==> config.mk <==
export PLATFORM = sky130hd
export DESIGN_NAME = smf_mode_ctrl
export DESIGN_NICKNAME = d
export VERILOG_FILES = /design/src/shared/smf_pkg.sv /design/src/verilog/smf_cmd_delay.sv /design/src/verilog/smf_mode_ctrl.sv /design/src/verilog/smf_repair.sv
export SDC_FILE = /design/constraint.sdc
export NUM_CORES = 1
export LEC_CHECK = 0
export BUFFER_PORTS_ARGS = -buffer_cell sky130_fd_sc_hd__buf_4
export CORE_ASPECT_RATIO = 0.8
export CORE_MARGIN = 2
export CORE_UTILIZATION = 43
export DETAILED_ROUTE_END_ITERATION = 10
export GPL_TIMING_DRIVEN = 0
export MAX_ROUTING_LAYER = met4
export PLACE_DENSITY = 0.81
export SETUP_SLACK_MARGIN = 0.1
export SYNTH_ARGS = -nofsm -noshare
export SYNTH_HDL_FRONTEND = slang
export SYNTH_HIERARCHICAL = 1
export SYNTH_SLANG_ARGS = --single-unit
export TNS_END_PERCENT = 100
==> constraint.sdc <==
create_clock -name clk -period 2.94 [get_ports clk]
set_clock_uncertainty 0.2 [all_clocks]
set_input_delay 0.294 -clock clk [delete_from_list [all_inputs] [get_ports clk]]
set_output_delay 0.294 -clock clk [all_outputs]
set_load 0.005 [all_outputs]
==> src/shared/smf_pkg.sv <==
package smf_pkg;
   // command pin decode
   localparam logic [2:0] CMD_MRS = 3'h0;
   localparam logic [2:0] SEL_MR4 = 3'h4;
   localparam logic [2:0] SEL_MR5 = 3'h5;
   localparam int MR_W = 22;
   // select field position
   localparam int SEL_LSB = 18;
   // fifth register fields
   localparam int F5_RD_INV = 12;
   localparam int F5_WR_INV = 11;
   localparam int F5_MASK = 10;
   localparam int F5_PERSIST = 9;
   localparam int F5_PARK_LSB = 6;
   localparam int F5_TERM_BUF = 5;
   localparam int F5_PAR_ERR = 4;
   localparam int F5_CRC_ERR = 3;
   localparam int F5_PLAT_LSB = 0;
   // fourth register fields (coined layout)
   localparam int F4_HARD_REP = 13;
   localparam int F4_WPRE = 12;
   localparam int F4_RPRE = 11;
   localparam int F4_RPRE_TRAIN = 10;
   localparam int F4_CAL_LSB = 6;
   localparam int F4_SOFT_REP = 5;
   localparam int F4_TCR_EN = 3;
   localparam int F4_TCR_RANGE = 2;
   localparam int F4_MAXPS = 1;
   // writable mask for fifth register: bits 12:5 and 2:0
   localparam logic [21:0] MR5_WMASK = 22'h001FE7;
   localparam logic [21:0] MR4_WMASK = 22'h003DEE;
   localparam logic [21:0] MR_RST = 22'h000000;
   // readout page 2 location zero bits
   localparam int RO_HARD_AVAIL = 7;
   localparam int RO_SOFT_AVAIL = 6;
   localparam int BANKS = 16;
   localparam int ROW_W = 17;
   // refresh skipping: 1 of N commands skipped when cool
   localparam logic [1:0] TCR_SKIP_NORM = 2'h1;
   localparam logic [1:0] TCR_SKIP_EXT = 2'h3;
endpackage : smf_pkg

==> src/verilog/smf_cmd_delay.sv <==
`timescale 1ns/1ps
// delays the select mark by a programmable number of clocks; command and address pass through live
module smf_cmd_delay
   import smf_pkg::*;
(
   // clock and reset
   input wire logic clk,
   input wire logic rst,
   // input command
   input wire logic in_vld,
   input wire logic [2:0] in_cmd,
   input wire logic [21:0] in_addr,
   input wire logic [3:0] dly,
   // delayed command
   output logic out_vld,
   output logic [2:0] out_cmd,
   output logic [21:0] out_addr
);
   logic [7:0] vld_r;

   // shift line of select-low marks only
   always_ff @(posedge clk or posedge rst) begin
      if (rst) begin
         vld_r <= '0;
      end else begin
         vld_r <= {vld_r[6:0], in_vld};
      end
   end

   // command and address are taken live on the delayed select edge
   always_comb begin
      out_cmd = in_cmd;
      out_addr = in_addr;
      if (dly == 4'h0) begin
         out_vld = in_vld;
      end else begin
         out_vld = vld_r[3'(dly - 4'h1)];
      end
   end
endmodule : smf_cmd_delay

==> src/verilog/smf_mode_ctrl.sv <==
`timescale 1ns/1ps
// Functional notes
// - readout bit 7 shows hard repair availability
// - hard repair one row per bank, permanent
// - readout bit 6 shows soft repair availability
// - soft repair one row per bank, lost on reset
// - read preamble one or two clocks
// - preamble training drives strobe pattern
// - refresh skipping with normal or extended range
// - command captured latency clocks after select
// - power saving drops commands and refreshes; exit, reset, repair, power-down, crc error and bad command parity still act
// - fifth register written when bank bits 101
// - bits 12,11,10 enable inversion and mask
// - bit 9 keeps parity checking while error
// - bits 8:6 select parked termination
// - bit 5 disables termination buffer in power-down
// - bit 4 parity error, bit 3 CRC error
// - bits 2:0 select parity latency
// - error bits stay set until register write
// - parity checking stops while error set unless persistent
module smf_mode_ctrl
   import smf_pkg::*;
#(
   parameter logic HARD_AVAIL = 1'b1,
   parameter logic SOFT_AVAIL = 1'b1
)
(
   // clock and reset
   input wire logic clk,
   input wire logic rst,
   // command pins, already on clk
   input wire logic cs_n,
   input wire logic row_strobe_n,
   input wire logic col_strobe_n,
   input wire logic write_en_n,
   input wire logic [21:0] addr,
   input wire logic par_in,
   // other device commands and events
   input wire logic maxps_exit,
   input wire logic pwr_down,
   input wire logic refresh_cmd,
   input wire logic cool_temp,
   input wire logic crc_err_evt,
   input wire logic rep_req,
   input wire logic [3:0] rep_bank,
   input wire logic [16:0] rep_row,
   // decoded state
   output logic [21:0] mode_register_five,
   output logic [21:0] mode_register_four,
   output logic [7:0] readout_location_zero,
   output logic cmd_vld,
   output logic [2:0] cmd_code,
   output logic [21:0] cmd_addr,
   output logic read_preamble_two,
   output logic write_preamble_two,
   output logic preamble_train_drive,
   output logic refresh_do,
   output logic [8:0] parked_termination_ohm,
   output logic term_buf_on,
   output logic [2:0] parity_latency_clk,
   output logic parity_check_on,
   output logic in_max_power_save,
   output logic [15:0] hard_used,
   output logic [15:0] soft_used
);
   logic [21:0] mr5_r;
   logic [21:0] mr4_r;
   logic par_err_r;
   logic crc_err_r;
   logic maxps_r;
   logic [1:0] skip_cnt_r;
   logic [3:0] cal_dly;
   logic raw_vld;
   logic dly_vld;
   logic [2:0] dly_cmd;
   logic [21:0] dly_addr;
   logic mrs_take;
   logic mr5_wr;
   logic mr4_wr;
   logic par_bad;
   logic [2:0] plat;

   // command latency: field code to clocks
   always_comb begin
      unique case (mr4_r[F4_CAL_LSB +: 3])
         3'h1: cal_dly = 4'h3;
         3'h2: cal_dly = 4'h4;
         3'h3: cal_dly = 4'h5;
         3'h4: cal_dly = 4'h6;
         3'h5: cal_dly = 4'h8;
         default: cal_dly = 4'h0;
      endcase
   end

   // select sampled low starts a command
   assign raw_vld = !cs_n;

   // command and address taken latency clocks after select
   smf_cmd_delay u_dly (
      .clk(clk),
      .rst(rst),
      .in_vld(raw_vld),
      .in_cmd({row_strobe_n, col_strobe_n, write_en_n}),
      .in_addr(addr),
      .dly(cal_dly),
      .out_vld(dly_vld),
      .out_cmd(dly_cmd),
      .out_addr(dly_addr)
   );

   // even parity over command and address
   assign par_bad = plat != 3'h0 && (^{dly_cmd, dly_addr, par_in});
   assign parity_check_on = plat != 3'h0 && (!par_err_r || mr5_r[F5_PERSIST]);

   // accepted command: power save ignores all, bad parity drops
   assign mrs_take = dly_vld && !maxps_r && dly_cmd == CMD_MRS
      && !(parity_check_on && par_bad);
   assign mr5_wr = mrs_take && dly_addr[SEL_LSB +: 3] == SEL_MR5;
   assign mr4_wr = mrs_take && dly_addr[SEL_LSB +: 3] == SEL_MR4;

   // command outputs toward the array, gated in power save
   always_ff @(posedge clk or posedge rst) begin
      if (rst) begin
         cmd_vld <= 1'b0;
         cmd_code <= 3'h7;
         cmd_addr <= 22'h000000;
      end else begin
         cmd_vld <= dly_vld && !maxps_r && !(parity_check_on && par_bad);
         cmd_code <= dly_cmd;
         cmd_addr <= dly_addr;
      end
   end

   // fifth register: writable fields only, reserved and select read zero
   always_ff @(posedge clk or posedge rst) begin
      if (rst) begin
         mr5_r <= MR_RST;
      end else if (mr5_wr) begin
         mr5_r <= dly_addr & MR5_WMASK;
      end
   end

   // fourth register
   always_ff @(posedge clk or posedge rst) begin
      if (rst) begin
         mr4_r <= MR_RST;
      end else if (mr4_wr) begin
         mr4_r <= dly_addr & MR4_WMASK;
      end
   end

   // parity error flag: set wins over the clearing write
   always_ff @(posedge clk or posedge rst) begin
      if (rst) begin
         par_err_r <= 1'b0;
      end else if (dly_vld && parity_check_on && par_bad) begin
         par_err_r <= 1'b1;
      end else if (mr5_wr && !dly_addr[F5_PAR_ERR]) begin
         par_err_r <= 1'b0;
      end
   end

   // crc error flag: set wins over the clearing write
   always_ff @(posedge clk or posedge rst) begin
      if (rst) begin
         crc_err_r <= 1'b0;
      end else if (crc_err_evt) begin
         crc_err_r <= 1'b1;
      end else if (mr5_wr && !dly_addr[F5_CRC_ERR]) begin
         crc_err_r <= 1'b0;
      end
   end

   // max power save: entered by register bit, left by exit command or reset
   always_ff @(posedge clk or posedge rst) begin
      if (rst) begin
         maxps_r <= 1'b0;
      end else if (maxps_r && maxps_exit) begin
         maxps_r <= 1'b0;
      end else if (mr4_wr && dly_addr[F4_MAXPS]) begin
         maxps_r <= 1'b1;
      end
   end

   // refresh skipping when cool, ratio by range bit
   always_ff @(posedge clk or posedge rst) begin
      if (rst) begin
         skip_cnt_r <= 2'h0;
      end else if (refresh_cmd) begin
         skip_cnt_r <= skip_cnt_r + 2'h1;
      end
   end
   always_comb begin
      refresh_do = refresh_cmd && !maxps_r;
      if (mr4_r[F4_TCR_EN] && cool_temp) begin
         if (mr4_r[F4_TCR_RANGE]) begin
            refresh_do = refresh_do && (skip_cnt_r & TCR_SKIP_EXT) != 2'h0;
         end else begin
            refresh_do = refresh_do && (skip_cnt_r & TCR_SKIP_NORM) != 2'h0;
         end
      end
   end

   // parked termination code to ohms
   always_comb begin
      unique case (mr5_r[F5_PARK_LSB +: 3])
         3'h1: parked_termination_ohm = 9'h03C;
         3'h2: parked_termination_ohm = 9'h078;
         3'h3: parked_termination_ohm = 9'h028;
         3'h4: parked_termination_ohm = 9'h0F0;
         3'h5: parked_termination_ohm = 9'h030;
         3'h6: parked_termination_ohm = 9'h050;
         3'h7: parked_termination_ohm = 9'h022;
         default: parked_termination_ohm = 9'h000;
      endcase
   end

   // parity latency code to clocks, reserved codes disable
   always_comb begin
      unique case (mr5_r[F5_PLAT_LSB +: 3])
         3'h1: plat = 3'h4;
         3'h2: plat = 3'h5;
         3'h3: plat = 3'h6;
         default: plat = 3'h0;
      endcase
   end
   assign parity_latency_clk = plat;

   // termination buffer off only in power-down with bit 5 set
   assign term_buf_on = !(pwr_down && mr5_r[F5_TERM_BUF]);

   // readable views with live status bits
   always_comb begin
      mode_register_five = mr5_r;
      mode_register_five[F5_PAR_ERR] = par_err_r;
      mode_register_five[F5_CRC_ERR] = crc_err_r;
   end
   assign mode_register_four = {mr4_r[21:2], maxps_r, mr4_r[0]};
   assign readout_location_zero = {HARD_AVAIL, SOFT_AVAIL, 6'h00};
   assign read_preamble_two = mr4_r[F4_RPRE];
   assign write_preamble_two = mr4_r[F4_WPRE];
   assign preamble_train_drive = mr4_r[F4_RPRE_TRAIN];
   assign in_max_power_save = maxps_r;

   // row repair, only in the matching repair mode
   smf_repair u_rep (
      .clk(clk),
      .rst(rst),
      .pwr_down(pwr_down),
      .rep_vld(rep_req && (mr4_r[F4_HARD_REP] ? HARD_AVAIL : mr4_r[F4_SOFT_REP] && SOFT_AVAIL)),
      .rep_hard(mr4_r[F4_HARD_REP]),
      .rep_bank(rep_bank),
      .rep_row(rep_row),
      .hard_used(hard_used),
      .soft_used(soft_used)
   );

   chk_err_sticky: assert property (@(posedge clk) disable iff (rst)
      $rose(par_err_r) |=> par_err_r || $past(mr5_wr))
      else $error("parity error flag dropped without write");
   chk_crc_set: assert property (@(posedge clk) disable iff (rst)
      crc_err_evt |=> mode_register_five[F5_CRC_ERR])
      else $error("crc event not flagged");
   chk_mr5_fields: assert property (@(posedge clk) disable iff (rst)
      mr5_wr |=> mr5_r[12:5] == $past(dly_addr[12:5]))
      else $error("fifth register fields not stored");
   chk_reserved_zero: assert property (@(posedge clk) disable iff (rst)
      mode_register_five[21:13] == 9'h000)
      else $error("reserved bits nonzero");
   chk_maxps_ignore: assert property (@(posedge clk) disable iff (rst)
      maxps_r && !maxps_exit |=> !cmd_vld && maxps_r)
      else $error("command taken in power save");
   chk_parity_stop: assert property (@(posedge clk) disable iff (rst)
      par_err_r && !mr5_r[F5_PERSIST] |-> !parity_check_on)
      else $error("parity checked while error set");
   chk_park_off: assert property (@(posedge clk) disable iff (rst)
      mr5_r[8:6] == 3'h0 |-> parked_termination_ohm == 9'h000)
      else $error("parked termination on when disabled");
   chk_cal_delay: assert property (@(posedge clk) disable iff (rst)
      raw_vld && cal_dly == 4'h3 |-> ##3 dly_vld)
      else $error("latency path broken");
   chk_hard_keep: assert property (@(posedge clk) disable iff (rst)
      1'b1 |=> (hard_used & $past(hard_used)) == $past(hard_used))
      else $error("hard repair lost");
   cov_mr5_write: cover property (@(posedge clk) mr5_wr);
   cov_par_err: cover property (@(posedge clk) $rose(par_err_r));
   cov_maxps: cover property (@(posedge clk) $fell(maxps_r));
endmodule : smf_mode_ctrl

==> src/verilog/smf_repair.sv <==
`timescale 1ns/1ps
// per-bank row repair store: hard entries permanent, soft entries volatile
module smf_repair
   import smf_pkg::*;
(
   // clock and reset
   input wire logic clk,
   input wire logic rst,
   input wire logic pwr_down,
   // repair request
   input wire logic rep_vld,
   input wire logic rep_hard,
   input wire logic [3:0] rep_bank,
   input wire logic [16:0] rep_row,
   // status
   output logic [15:0] hard_used,
   output logic [15:0] soft_used
);
   logic [16:0] hard_row_r [0:15];
   logic [16:0] soft_row_r [0:15];
   // power-on value only; no reset term, repair is permanent
   logic [15:0] hard_used_r = 16'h0000;
   logic [15:0] soft_used_r;

   // hard repair: no reset term, never cleared once used
   always_ff @(posedge clk) begin
      if (rep_vld && rep_hard && !hard_used_r[rep_bank]) begin
         hard_row_r[rep_bank] <= rep_row;
      end
   end

   // one row per bank, irreversible
   always_ff @(posedge clk) begin
      if (rep_vld && rep_hard) begin
         hard_used_r[rep_bank] <= 1'b1;
      end
   end

   // soft repair: rewrite replaces, reset or power-down discards
   always_ff @(posedge clk or posedge rst) begin
      if (rst) begin
         soft_used_r <= 16'h0000;
      end else if (pwr_down) begin
         soft_used_r <= 16'h0000;
      end else if (rep_vld && !rep_hard) begin
         soft_used_r[rep_bank] <= 1'b1;
      end
   end
   always_ff @(posedge clk) begin
      if (rep_vld && !rep_hard) begin
         soft_row_r[rep_bank] <= rep_row;
      end
   end

   assign hard_used = hard_used_r;
   assign soft_used = soft_used_r;
endmodule : smf_repair
### Word level (Yosys, flattened, before mapping)

Cells that the tools add are included.

| storage, ports and cells | value |
|---|---|
| register bits | 93 |
| bits in latches | 0 |
| bits in writable memories | 0 |
| bits in read-only memories | 0 |
| output and inout port bits | 129 |
| memories kept | 0 |

| operators by class | value |
|---|---|
| add/subtract/negate cells | 2 |
| multiply operators | 0 |
| divide/modulo/power cells | 0 |
| order comparisons | 3 |
| equality and inequality tests | 17 |
| shift operators | 0 |
| mux-type cells | 19 |
| bitwise gates (word level) | 2 |
| reductions and logical operators | 42 |

Operators by type and width:

| cell | count |
|---|---|
| 8-bit one-hot mux with 7 select lines | 1 |
| 16-bit 2-to-1 mux | 2 |
| 16-bit OR | 2 |
| 26-bit parity | 1 |
| 3-bit == test, second input constant | 8 |
| 1-bit logical AND | 24 |
| 4-bit one-hot mux with 5 select lines | 1 |
| 3-bit by 2-bit == test with 1-bit output, second input constant | 6 |
| 1-bit 2-to-1 mux | 12 |
| 2-bit nonzero test | 5 |
| 3-bit by 1-bit == test with 1-bit output, second input constant | 3 |
| 3-bit one-hot mux with 3 select lines | 1 |
| 1-bit zero test | 8 |
| 4-bit by 5-bit < comparator with 1-bit output, second input constant | 1 |
| 1-bit demux with 4-bit select | 1 |
| 4-bit by 1-bit greater-or-equal comparator with 1-bit output, second input constant | 1 |
| 4-bit zero test | 1 |
| 3-bit by 4-bit < comparator with 1-bit output, second input constant | 1 |
| 1-bit binary-select mux with 3-bit select | 1 |
| 3-bit zero test | 1 |
| 3-bit nonzero test | 1 |
| 3-bit by 1-bit subtractor with 3-bit output, second input constant | 1 |
| 2-bit by 1-bit adder with 2-bit output, second input constant | 1 |
| 1-bit logical OR | 1 |

### Logic depth before layout (Yosys ltp)

| logic depth | value |
|---|---|
| depth after elaboration | 13 |
| gate-level depth with buffers | 13 |
| mapped depth without buffers | 12 |

### Modules after synthesis

The synthesis kept the hierarchy.

Modules (own cells, without submodules):

| module | instances | cells each | area each (µm²) | seq. area each (µm²) |
|---|---|---|---|---|
| smf_mode_ctrl | 1 | 191 | 2392.3 | 1305.0 |
| smf_repair | 1 | 102 | 1321.3 | 880.8 |
| smf_cmd_delay | 1 | 45 | 519.2 | 200.2 |

### Least setup slack after synthesis

Ideal clock, no wire load.

| timing | value |
|---|---|
| path type | register to register |
| start | register mr4_r[8] |
| end | register mr5_r[0] |
| data arrival time | 2625 ps |
| data required time | 2615 ps |
| slack | -10 ps |
| cell stages (with the launch flop) | 12 |
| buffers on the path | 0 |
| period minus slack after synthesis | 2950 ps |
| cell sequence | dfrtp_1 > nor2b_1 > inv_1 > ha_1 > mux4_1 > mux2_2 > mux2_4 > nand2b_1 > nor3_1 > nand4_1 > a21oi_4 > mux2_2 |

| between the ends | value |
|---|---|
| cells in the longest elaborated chain, start to end | 10 |
| elaborated cells on any way between the ends | 15 |
| classes of those cells | add/sub: 1; eq/ne: 5; mux: 4; reduce/logical: 5 |

Ends and longest elaborated chain:

| element | RTL line | source |
|---|---|---|
| start: declaration | smf_mode_ctrl.sv:67 | `logic [21:0] mr4_r;` |
| start signal: assignment | smf_mode_ctrl.sv:148 | `mr4_r <= dly_addr & MR4_WMASK;` |
| 3-bit == test, or another cell as far along | smf_mode_ctrl.sv:85 | `unique case (mr4_r[F4_CAL_LSB +: 3])` |
| 4-bit one-hot mux with 5 select lines (*) | smf_mode_ctrl.sv:85 |  |
| via cal_dly[0] | smf_mode_ctrl.sv:72 | `logic [3:0] cal_dly;` |
| 3-bit by 1-bit subtractor with 3-bit output | smf_cmd_delay.sv:37 | `out_vld = vld_r[3'(dly - 4'h1)];` |
| 1-bit binary-select mux with 3-bit select | smf_cmd_delay.sv:37 |  |
| 1-bit 2-to-1 mux (not written as such) | smf_cmd_delay.sv:37 |  |
| 1-bit 2-to-1 mux (*) | smf_cmd_delay.sv:34 | `if (dly == 4'h0) begin` |
| via dly_vld | smf_mode_ctrl.sv:74 | `logic dly_vld;` |
| 1-bit logical AND (*) (2 in series) | smf_mode_ctrl.sv:116 | `assign mrs_take = dly_vld && !maxps_r && dly_cmd == CMD_MRS` |
| 1-bit logical AND (*) | smf_mode_ctrl.sv:117 | `&& !(parity_check_on && par_bad);` |
| 1-bit logical AND (*) | smf_mode_ctrl.sv:118 | `assign mr5_wr = mrs_take && dly_addr[SEL_LSB +: 3] == SEL_MR5;` |
| end signal: assignment | smf_mode_ctrl.sv:139 | `mr5_r <= dly_addr & MR5_WMASK;` |
| end: declaration | smf_mode_ctrl.sv:66 | `logic [21:0] mr5_r;` |

Mark *: on every way through the listed nets, which the timed path passes. The rest lies on a longest branch. The select of a mux whose other input is x is not followed.
A chain may end at the register's enable or synchronous reset.

### Final worst setup path

| timing | value |
|---|---|
| start | register mr4_r[8] |
| end | register mr5_r[9] |

Same word-level chain as after synthesis.

==> summary.md <==
| Metric | Value |
|---|---|
| Outcome | `finished, violations left` |
| Failing checks | `negative setup slack` |
| HP Class | `input port to flop` |
| GRT overflow | `0` |
| YS warnings | `6` |
| Synth Area in Adders | `0.8868%` |
| CTS tree | `done` |
| Worst Path Arrival | `3.05 ns` |
| Fmax | `330.2 MHz` |
| Io pins | `185` |
| Area leader, netlist | `dfrtp_1` |
| Most frequent cells in the layout | `buf_4, dfrtp_1, conb_1, dlygate4sd3_1, inv_1` |
| Max Transition Viols Final | `0` |
| Antenna viol nets, final | `0` |
| Final setup vio count | `20` |
| ANT cells | `0` |
| Root Driver | `clkbuf_16` |
| Final HPWL DP | `7218 µm` |
| Critical path class | `flop to flop` |
| Avg Synthesized Cell Area | `12.52 µm²` |
| Cell Area, Synth | `4233 µm²` |
| Area of the die | `around 11000 µm²` |
| Num CTS Buffers | `9` |
| Pin count of the biggest net entering global routing | `39` |
| #FFs+latches synth | `92` |
| Area Overhead vs Synth | `44.49%` |
| Final worst setup slack | `-0.08867 ns` |
| Post-Route Setup TNS | `-1.136 ns` |
| Drt pass-1 iters | `6` |
| Leak | `2.989 nW` |
| Final wirelength | `9956 µm` |
| Simple-gate area share of the yosys netlist | `6.887%` |
| Cell Area, Placed | `5355 µm²` |
| Clock-pin transition on the worst setup and hold timing paths | `0.07 ns` |
| Antenna violations before repair | `0` |
| Final cycle utilization of the critical path | `103.0%` |
| Die Wd | `114.9 µm` |
| DRC errors left | `0` |
| XOR/XNOR share of the synthesized area | `6.060%` |
| First-pass GRT wire length | `15890 µm` |
| Total track usage | `between 10% and 20%` |
| Worst skew pair latency | `0.33 ns` |
| Synth Area in Compound Gates | `8.188%` |
| RSZ-0062 raised after global routing | `true` |
| WL/cell | `15.18 µm` |
| Layout cells sized above 1 | `a little under half` |
| Actual slew at the worst max-slew pin | `0.8647 ns` |
| WP data required | `around 3.0 ns` |
| Startpoint Class | `flop` |
| Tmin final | `3.029 ns` |
| Mapped Cells | `338` |
| Vias in the first global route | `3212` |
| IO buf count | `112` |
| Library cells used by synthesis | `52` |
| Cell Pwr Density | `677.3 nW/µm²` |
| Core area | `9609 µm²` |
| Fin. Hold Viols | `0` |
| Clock Tree Buf Depth | `2` |
| H-tree depth | `3` |
| Gpl congestion | `0.8549` |
| Post-synth ARST share | `82.61%` |
| Post-synth top flop | `dfrtp_1` |
| Nets | `roughly 600` |
| Yosys top cell area share | `a little over two fifths` |
| Max IR drop VDD | `0.4189 mV` |
| Largest family of logic cells by synthesized area | `buffers and inverters` |
| # clock sinks | `just over 90` |
| Crit Path Max Fanout | `8` |
| Post-route core utilization | `a little under two thirds` |
| CP Capture Type | `flop` |
| Number of fill cells | `about 770` |
| Max-slew headroom | `41.91%` |
| Chip height | `92.74 µm` |
| Vias/cell | `4.672` |
| Commonest non-fill, non-tap cell in the layout | `buf_4` |
| Count of maximum capacitance violations | `0` |
| FP Rows | `32` |
| Starting Density | `44.05%` |
| Final Cell Area | `just over 6000 µm²` |
| Number of synthesized flops with an enable pin | `16` |
| Top post-synthesis cells by area | `dfrtp_1, edfxtp_1, buf_4` |
| DRT iter0 DRCs | `just over 90` |
| Sequential share of the synthesized area | `56.37%` |
| DR vias | `between 3000 and 4000` |
| Post-synthesis mux area share | `7.183%` |
==> critical path: stages (launching register included) <==
cell and delay, ns:
dfrtp_2 0.44, xnor2_1 0.13, nor2_1 0.12, inv_2 0.07
ha_4 0.26, mux4_2 0.29, mux2_4 0.28, mux2_4 0.29
nand2b_4 0.08, nor3_2 0.05, nand4_1 0.08, buf_6 0.13
a21oi_4 0.04, buf_12 0.19, mux2_2 0.26
==> cell type report <==
cell class / count / area, µm² / share of cell area [%]
plain buffers: 68 / 498.0 / 8.142
flip-flops and latches: 92 / 2387 / 39.03
well taps: 119 / 148.9 / 2.435
repair buffers: 155 / 1269 / 20.74
inverters: 28 / 105.1 / 1.718
multi-input cells: 178 / 1386 / 22.67
clock inverters: 6 / 92.59 / 1.514
clock buffers: 10 / 229.0 / 3.744
==> power breakdown <==
group / internal, mW / switching [mW]
Clock: 0.755 / 0.489
Combinational: 0.777 / 0.531
Sequential: 1.46 / 0.134
==> flip-flops by register name (all words and copies together) (netlist names) <==
signal and count:
in_max_power_save 1, u_rep/hard_used 16, cmd_code 3, cmd_vld 1, u_rep/soft_used 16, mr5_r 11, cmd_addr 22, mr4_r 10
skip_cnt_r 2, u_dly/vld_r 8, par_err_r 1, crc_err_r 1
==> routing by layer <==
metal	part of all wire [%]	GRT usage [%]
met1	42	24.09
met5	0	-
met2	51	32.79
met3	5.1	4.188
met4	1.4	6.325
==> Yosys cell counts (2+ instances only) <==
cell type	count
o21ai_0	4
a21o_1	9
dfstp_2	3
nor2_1	12
nand3b_1	2
and2_1	4
nor3_1	3
inv_1	28
nand4bb_1	2
xnor2_1	22
buf_2	5
conb_1	2
nand3_1	2
a31o_2	6
mux4_1	2
nand2_1	6
o22ai_1	15
ha_1	3
edfxtp_1	16
xor2_1	2
and3_1	2
dfrtp_1	73
nor2b_1	6
buf_4	61
mux2_2	21
==> final timing paths <==
kind | start | to | slack [ns] | cells after the start
setup / recovery | mr4_r[8] | mr5_r[9] | -0.09 | 14
hold / removal | addr[12] | mr5_r[12] | 0.03 | 2
setup reg to reg | mr4_r[8] | mr5_r[9] | -0.09 | 14
hold reg to reg | u_dly/vld_r[3] | u_dly/vld_r[4] | 0.18 | 0
max in group asynchronous | rst | u_rep/soft_used[9] | 1.70 | 3
min in group asynchronous | rst | u_dly/vld_r[7] | 0.30 | 3
==> per-stage QoR <==
step	hold slack, ns	setup slack, ns	power (mW)	instances
2_1_floorplan	-0.09034	0.1120	2.272	366
3_3_place_gp	0.06469	-0.2491	2.716	597
3_5_place_dp	0.08572	-0.3417	2.759	598
4_1_cts	0.01206	-0.08717	4.156	654
5_1_grt	0.02192	-0.1790	4.359	656
6_report	0.02530	-0.08867	4.142	656
==> kinds of logic (layout without fill, tap and decap cells) <==
| family | count (synthesis) | in the layout |
|---|---|---|
| adders and majority gates | 3 | 3 |
| xor gates and xnor gates | 26 | 26 |
| AOI/OAI and AO/OA | 45 | 45 |
| buffers and inverters | 96 | 267 |
| other | 2 | 30 |
| muxes | 24 | 24 |
| DFF | 92 | 92 |
| and+or+nand+nor | 50 | 50 |
==> what timing repair did <==
item / in CTS / in global routing
setup buffers: 10 / 2
gates resized for setup: 8 / 3
pin swaps: 3 / 3
endpoints found under the setup margin: 22 / 22
hold endpoints to repair: 64 / 0
gates cloned: 1 / 0
hold buffers: 29 / 0
(Power assumes the default switching activity.)
